<file path="src/rtl/clw_pkg.sv">
// Package: register map, field positions and carrier types of the lock-aware victim selector
package clw_pkg;
  // ==========================================================
  // Register map (byte addresses)
  localparam logic [11:0] LOCK_CTRL_ADDR = 12'h000;
  localparam logic [11:0] STATUS_ADDR = 12'h004;
  // ==========================================================
  // Lock control fields
  localparam int W3_TARGET_BIT = 9;
  localparam int W3_HOLD_BIT = 8;
  localparam int W2_TARGET_BIT = 1;
  localparam int W2_HOLD_BIT = 0;
  localparam int LOCK_MODE_BIT = 12;
  // Status fields
  localparam int ST_LOCKED_BIT = 0;
  localparam int ST_MODE_BIT = 1;
  localparam int ST_WAY_LO = 2;
  localparam int ST_FILL_BIT = 4;
  // ==========================================================
  // Sizes and reset values
  localparam int LRU_W = 6;
  localparam int INDEX_W = 8;
  localparam logic [5:0] LRU_RESET = 6'h00;
  localparam logic [31:0] RDATA_ZERO = 32'h0000_0000;
  // ==========================================================
  // Carriers
  typedef logic [1:0] clw_way_t;

  typedef struct packed {
    logic w3_target;
    logic w3_hold;
    logic w2_target;
    logic w2_hold;
  } clw_lock_ctl_t;

  typedef struct packed {
    logic valid;
    logic prefetch;
    logic hit;
    logic [7:0] index;
  } clw_miss_req_t;

  typedef struct packed {
    logic we;
    logic [7:0] index;
    logic [5:0] lru;
  } clw_lru_wr_t;

  localparam clw_lock_ctl_t LOCK_CTL_RESET = '{default: 1'b0};
endpackage : clw_pkg

</file>
<file path="src/rtl/clw_way_select.sv">
// Victim-way selector with way 2/3 locking, LRU store and APB register slave
//
// What this block does
// Status word bit 12 enters locking mode
// Lock settings act only in locking mode; the locked status bit follows the hold bits in either mode
// Prefetch miss fills way chosen by lock bits
// Prefetch hit loads nothing, keeps entries
// Other misses use only the hold bits
// Reserved control bits read zero
// Way 3 forced load places line there
// Way 2 forced load places line there
// Otherwise victim from LRU held-way mapping
// Software never sets both target bits
// Any hold bit means cache locked
// Held way never overwritten except forced load
// Way 2 held: LRU to ways 3/1/0
// Way 3 held: LRU to ways 2/1/0
// Both held: top LRU bit picks 1/0
// Held mappings replace base in locking mode
// Software changes control from uncached code
// Base LRU mapping to ways 3/2/1/0
// LRU bits clear on power-on reset
// Victim computed in cycle of miss
// Lock bits write-only, read zero, reset clear
//
// Design decisions made here: the APB register port and the register addresses.
`timescale 1ns/1ps
module clw_way_select #(
  parameter int ENTRIES = 256
) (
  // Clock and power-on reset
  input wire logic pclk,
  input wire logic presetn,
  // APB slave
  input wire logic psel,
  input wire logic penable,
  input wire logic pwrite,
  input wire logic [11:0] paddr,
  input wire logic [31:0] pwdata,
  output logic [31:0] prdata,
  output logic pready,
  output logic pslverr,
  // Core side
  input wire logic [31:0] status_word,
  input wire clw_pkg::clw_miss_req_t miss_req,
  input wire clw_pkg::clw_lru_wr_t lru_wr,
  // Victim answer
  output logic fill_valid,
  output clw_pkg::clw_way_t fill_way,
  output logic [5:0] entry_lru
);

  // Index width fixes the store depth; any other depth would alias entries
  if (ENTRIES != (1 << clw_pkg::INDEX_W)) begin : g_bad_entries
    $error("ENTRIES must match the index width");
  end

  // ==========================================================
  // Mapping functions
  function automatic clw_pkg::clw_way_t base_way(input logic [5:0] l);
    clw_pkg::clw_way_t w;
    w = 2'h0;
    case (l)
      6'h00, 6'h04, 6'h14, 6'h20, 6'h30, 6'h34: w = 2'h3;
      6'h01, 6'h03, 6'h0b, 6'h21, 6'h29, 6'h2b: w = 2'h2;
      6'h06, 6'h07, 6'h0f, 6'h16, 6'h1e, 6'h1f: w = 2'h1;
      default: w = 2'h0;
    endcase
    return w;
  endfunction : base_way

  function automatic clw_pkg::clw_way_t held_way(input logic [5:0] l, input logic h2,
                                                 input logic h3);
    clw_pkg::clw_way_t w;
    w = 2'h0;
    if (h2 && h3) begin
      w = l[5] ? 2'h0 : 2'h1;
    end else if (h2) begin
      case (l)
        6'h00, 6'h01, 6'h04, 6'h14, 6'h20, 6'h21, 6'h30, 6'h34: w = 2'h3;
        6'h03, 6'h06, 6'h07, 6'h0b, 6'h0f, 6'h16, 6'h1e, 6'h1f: w = 2'h1;
        default: w = 2'h0;
      endcase
    end else if (h3) begin
      case (l)
        6'h00, 6'h01, 6'h03, 6'h0b, 6'h20, 6'h21, 6'h29, 6'h2b: w = 2'h2;
        6'h04, 6'h06, 6'h07, 6'h0f, 6'h14, 6'h16, 6'h1e, 6'h1f: w = 2'h1;
        default: w = 2'h0;
      endcase
    end else begin
      w = base_way(l);
    end
    return w;
  endfunction : held_way

  // ==========================================================
  // LRU store, one six-bit word per entry
  logic [5:0] lru_mem_q [ENTRIES];

  // Whole array on the async reset costs flops but gives a clean power-on state
  always_ff @(posedge pclk or negedge presetn) begin
    if (!presetn) begin
      for (int i = 0; i < ENTRIES; i++) begin
        lru_mem_q[i] <= clw_pkg::LRU_RESET;
      end
    end else if (lru_wr.we) begin
      lru_mem_q[lru_wr.index] <= lru_wr.lru;
    end
  end

  // ==========================================================
  // Lock control and victim decode
  clw_pkg::clw_lock_ctl_t ctl_q, ctl_d;
  wire logic lock_mode = status_word[clw_pkg::LOCK_MODE_BIT];
  wire logic [5:0] lru_rd = lru_mem_q[miss_req.index];
  wire logic hold2 = lock_mode & ctl_q.w2_hold;
  wire logic hold3 = lock_mode & ctl_q.w3_hold;
  wire logic locked = ctl_q.w2_hold | ctl_q.w3_hold;
  wire logic is_prefetch_instruction = miss_req.prefetch;
  // Forced loads apply to prefetch only; other misses see the hold bits alone
  wire logic force3 = is_prefetch_instruction & hold3 & ctl_q.w3_target & ~ctl_q.w2_target;
  wire logic force2 = is_prefetch_instruction & hold2 & ctl_q.w2_target & ~ctl_q.w3_target;
  wire clw_pkg::clw_way_t lru_way = held_way(lru_rd, hold2, hold3);
  wire clw_pkg::clw_way_t victim_way = force3 ? 2'h3 : (force2 ? 2'h2 : lru_way);
  // A hit, prefetch or not, never asks for a fill
  wire logic miss_now = miss_req.valid & ~miss_req.hit;

  logic fill_valid_q;
  clw_pkg::clw_way_t fill_way_q;
  logic [5:0] entry_lru_q;

  always_ff @(posedge pclk or negedge presetn) begin
    if (!presetn) begin
      fill_valid_q <= 1'b0;
      fill_way_q <= 2'h0;
      entry_lru_q <= clw_pkg::LRU_RESET;
    end else begin
      fill_valid_q <= miss_now;
      fill_way_q <= miss_now ? victim_way : fill_way_q;
      entry_lru_q <= lru_rd;
    end
  end

  // ==========================================================
  // APB slave: answer in the first access cycle, no wait states
  wire logic setup = psel & ~penable;
  wire logic hit_ctl = (paddr == clw_pkg::LOCK_CTRL_ADDR);
  wire logic hit_st = (paddr == clw_pkg::STATUS_ADDR);
  wire logic wr_ctl = psel & penable & pready & pwrite & hit_ctl;
  logic [31:0] rd_d;
  logic pready_q, pslverr_q;
  logic [31:0] prdata_q;

  always_comb begin
    ctl_d = ctl_q;
    if (wr_ctl) begin
      ctl_d.w3_target = pwdata[clw_pkg::W3_TARGET_BIT];
      ctl_d.w3_hold = pwdata[clw_pkg::W3_HOLD_BIT];
      ctl_d.w2_target = pwdata[clw_pkg::W2_TARGET_BIT];
      ctl_d.w2_hold = pwdata[clw_pkg::W2_HOLD_BIT];
    end
  end

  always_comb begin
    rd_d = clw_pkg::RDATA_ZERO;
    if (hit_st && !pwrite) begin
      rd_d[clw_pkg::ST_LOCKED_BIT] = locked;
      rd_d[clw_pkg::ST_MODE_BIT] = lock_mode;
      rd_d[clw_pkg::ST_WAY_LO +: 2] = fill_way_q;
      rd_d[clw_pkg::ST_FILL_BIT] = fill_valid_q;
    end
  end

  always_ff @(posedge pclk or negedge presetn) begin
    if (!presetn) begin
      ctl_q <= clw_pkg::LOCK_CTL_RESET;
      pready_q <= 1'b0;
      pslverr_q <= 1'b0;
      prdata_q <= clw_pkg::RDATA_ZERO;
    end else begin
      ctl_q <= ctl_d;
      pready_q <= setup;
      pslverr_q <= setup & ~(hit_ctl | hit_st);
      prdata_q <= setup ? rd_d : clw_pkg::RDATA_ZERO;
    end
  end

  assign prdata = prdata_q;
  assign pready = pready_q;
  assign pslverr = pslverr_q;
  assign fill_valid = fill_valid_q;
  assign fill_way = fill_way_q;
  assign entry_lru = entry_lru_q;
endmodule : clw_way_select

</file>
<file path="config.mk">
export PLATFORM = sky130hd
export DESIGN_NAME = clw_way_select
export DESIGN_NICKNAME = d
export VERILOG_FILES = /design/src/rtl/clw_pkg.sv /design/src/rtl/clw_way_select.sv
export SDC_FILE = /design/constraint.sdc
export NUM_CORES = 2
export LEC_CHECK = 0
export BUFFER_PORTS_ARGS = -buffer_cell sky130_fd_sc_hd__buf_2
export CORE_UTILIZATION = 55
export DETAILED_ROUTE_END_ITERATION = 8
export HOLD_SLACK_MARGIN = 0.1
export PLACE_DENSITY = 0.81
export SLEW_MARGIN = 25
export SYNTH_ARGS = -nofsm -noshare
export SYNTH_HDL_FRONTEND = slang
export SYNTH_SLANG_ARGS = --single-unit
</file>
<file path="constraint.sdc">
create_clock -name pclk -period 2.6 [get_ports pclk]
set_clock_uncertainty 0.15 [all_clocks]
set_input_delay 0.13 -clock pclk [delete_from_list [all_inputs] [get_ports pclk]]
set_output_delay 0.13 -clock pclk [all_outputs]
set_load 0.005 [all_outputs]
</file>
==> flow_summary_export.csv <==
group,metric,value,unit
cts,cts_tree,"done",
pwr,p_sw_frac,0.2422,
setup_path,crit_path_end_kind,"flip-flop",
cts,insertion_delay,0.82,ns
outcome,status,"finished, violations left",
setup_path,worstPathArrival,3.75,ns
final_layout,area_growth,18.81,%
pwr,p_leak,41.62,nW
final_layout,mostFrequentLayoutCells,"1556 x dfrtp_1, 1547 x mux2_2, 657 x buf_4",
route,dr.pass1.iters,5,
sta,finalWorstSetupSlack,-0.6160,ns
sta,max_freq,310.9,MHz
sta,rsz0062_at_grt,"true",
hold_path,hp-class,"in -> reg",
route,first_iter_violations,4807,
setup_path,rr_worst_depth,9,
cts,cts_buffer_depth,3,
pwr,comb_power_share,0.099,
pwr,p_sw,13.47,mW
logic_synthesis,async_flop_share,1.000,
global_routing,grt_overflow,0,
logic_synthesis,synth_cell_type_count,78,
flow_run,cap_violations,0,
final_layout,fin_area,85640,µm²
pwr,clockPowerShare,0.433,
final_layout,num-fill-cells,8670,
route,via_per_inst,6.470,
outcome,violations,"negative setup slack",
sta,finalHoldViolCount,0,
logic_synthesis,seq_area_frac_synth,0.5402,
final_layout,utilization,0.6597,
setup_path,slowest_delay,0.50,ns
placed_design,place_congestion,0.9798,
route,ant_nets,0,
die,num_io_pins,150,
pwr,p_int,42.15,mW
logic_synthesis,avgSynthCellArea,14.81,µm²
final_layout,layout_commonest_cell,"dfrtp_1",
logic_synthesis,synthesis.area,72080,µm²
route,wire_per_inst,29.46,µm
logic_synthesis,synthCells,4868,
sta,relSlewSlack,0.2966,
placed_design,placed_area,79290,µm²
setup_path,crit_type,"reg -> reg",
die,die_w,364.0,µm
sta,setup_viol,8,
setup_path,critPathRequiredTime,3.13,ns
sta,finalCritPeriodShare,1.237,
logic_synthesis,ys_seq_elements,1556,
cts,cts-buffers-inserted,160,
global_routing,grt_antenna_before_repair,10,
die,die_area,132500,µm²
logic_synthesis,ys.flop_type,"dfrtp_1",
pwr,power_frac_seq,0.468,
placed_design,place.port_buffers,63,
sta,slew_viol_final,0,
global_routing,grt_max_degree,177,
global_routing,grtUsageTotal,0.3366,
setup_path,start_kind,"flip-flop",
route,vias,47900,
route,totalWireLength,218100,µm
route,drc_errors,0,
global_routing,grt_pass1_wl,329600,µm
logic_synthesis,yosysWarnings,0,
setup_path,path_depth,9,
setup_path,path_common_cell,"o31ai_1",
final_layout,fin_nets,5644,
setup_path,crit_chain,"mux4_2 -> o21ai_1 -> nand4_1 -> or4_4 -> a211o_4 -> nand2_4 -> o31ai_1 -> o31ai_1 -> o311ai_1",
pwr,p_per_area,649.6,nW/µm²
die,start_util,0.5553,
cts,cts.reportedPaths.clkPinSlew,0.06,ns
final_layout,drive_above_1_share,0.5249,
sta,fin_crit,3.216,ns
hold_path,hold_path_depth,4,
setup_path,critPathMaxFanout,5,
setup_path,cpLargestDelayFamily,"compound AO/OA/AOI/OAI gates",
setup_path,slowest_stage,"or4_4",
cts,cts.sinks,1556,
sta,tightest_slew,1.055,ns
cts,htree_levels,4,
global_routing,first_global_vias,50030,
cts,cts-root-buf,"clkbuf_16",
die,core,129800,µm²
pwr,vdd_drop_max,0.5459,mV
die,num_rows,132,
setup_path,crit_buf_inv,0,
logic_synthesis,synth_edf_count,0,
placed_design,dp_hpwl,148600,µm
die,die_h,364.0,µm
[cell families (layout without fill, tap and decap cells)]
family,count (synthesis),count (layout),synth area share
simple gates,610,610,0.03777
flops,1556,1556,0.5402
buf+inv,384,1150,0.02677
mux,2054,2054,0.3683
other cells,1,29,0.00005202
compound gates,263,263,0.02696
[tightest hold or removal path: cells and delay by family]
family                 cells  cell delay (ns)
AND/OR/NAND/NOR            1             0.05
buffers and inverters      2             0.65
AO/OA/AOI/OAI              1             0.18
[layer usage]
metal  share of wire  GRT usage  vias up
met3            0.10    0.08717      623
met2            0.46     0.5126     2521
met4           0.053     0.1667       18
li1                -          -    19410
met5         0.00069          0        -
met1            0.38     0.4505    25330
[power by group through the flow]
stage | logic, mW | clock network [mW] | registers (mW)
2_1_floorplan | 3.00 | 0 | 26.2
3_3_place_gp | 5.13 | 0 | 26.3
3_5_place_dp | 5.27 | 0 | 26.4
4_1_cts | 5.42 | 24.3 | 26.0
5_1_grt | 5.81 | 25.2 | 26.1
6_report | 5.52 | 24.1 | 26.0
[what timing repair did]
action	CTS	global route
cloned	0	0
buffers inserted	4	3
gates resized for setup	23	18
pin swaps	16	9
hold buffers	58	4
setup endpoints to repair	8	17
hold endpoints to repair	3082	4
[synthesized netlist by cell type (12+ instances only)]
cell | instances | share of area
mux2i_1 | 185 | 0.026
nor4_1 | 12 | 0.0010
buf_6 | 20 | 0.0031
o221ai_1 | 17 | 0.0021
nor2b_1 | 26 | 0.0023
clkbuf_1 | 234 | 0.012
mux2_2 | 1548 | 0.24
and2_1 | 12 | 0.0010
o22ai_1 | 26 | 0.0023
nand4_1 | 12 | 0.0010
dfrtp_1 | 1556 | 0.54
nor3_1 | 19 | 0.0013
a22oi_1 | 73 | 0.0076
buf_4 | 58 | 0.0060
nand2b_1 | 17 | 0.0015
nand3_1 | 51 | 0.0035
nand2_1 | 217 | 0.011
buf_2 | 50 | 0.0035
mux4_2 | 312 | 0.097
a21oi_1 | 30 | 0.0021
nor2_1 | 206 | 0.011
a31oi_1 | 13 | 0.0011
o21ai_0 | 21 | 0.0015
[registers in the layout, indices dropped and copies added (netlist names)]
signal / cells
prdata: 5
fill_way: 2
lru_mem_q: 1536
entry_lru: 6
pready: 1
pslverr: 1
fill_valid: 1
ctl_q: 4
[worst paths after layout]
path                                       startpoint                    endpoint  slack, ns
min reg2reg                lru_mem_q[988]$_DFFE_PN0P_  lru_mem_q[988]$_DFFE_PN0P_       0.35
min in group asynchronous                     presetn  lru_mem_q[381]$_DFFE_PN0P_       0.62
max reg2reg                lru_mem_q[776]$_DFFE_PN0P_     fill_way[0]$_DFFE_PN0P_      -0.62
max in group asynchronous                     presetn  lru_mem_q[992]$_DFFE_PN0P_       1.01
max                        lru_mem_q[776]$_DFFE_PN0P_     fill_way[0]$_DFFE_PN0P_      -0.62
min                                          paddr[6]           pslverr$_DFF_PN0_       0.12
[metrics by stage]
stage / TNS [ns] / total power [mW] / hold WS (ns) / cells / setup slack [ns]
CTS: -2.739 / 55.71 / 0.1009 / 7398 / -0.5885
global route: -1.916 / 57.18 / 0.1529 / 7403 / -0.6456
floorplan: -0.5649 / 29.17 / -0.3156 / 4894 / -0.2860
finish: -1.687 / 55.63 / 0.1186 / 7404 / -0.6160
detailed placement: -6.391 / 31.68 / -0.01199 / 7053 / -1.244
global placement: -6.298 / 31.46 / -0.01539 / 7053 / -1.268
[final cells by class]
class,count,area [µm²],area share
diodes,2,5.005,0.00005844
clock buffers,232,4738,0.05533
clock inverters,53,778.2,0.009087
inverters,11,46.29,0.0005406
multi-input cells,2954,31540,0.3683
flip-flops and latches,1556,38940,0.4547
well taps,1742,2180,0.02545
repair buffers,854,7411,0.08654
No activity file was read; power rests on OpenSTA's default activity.
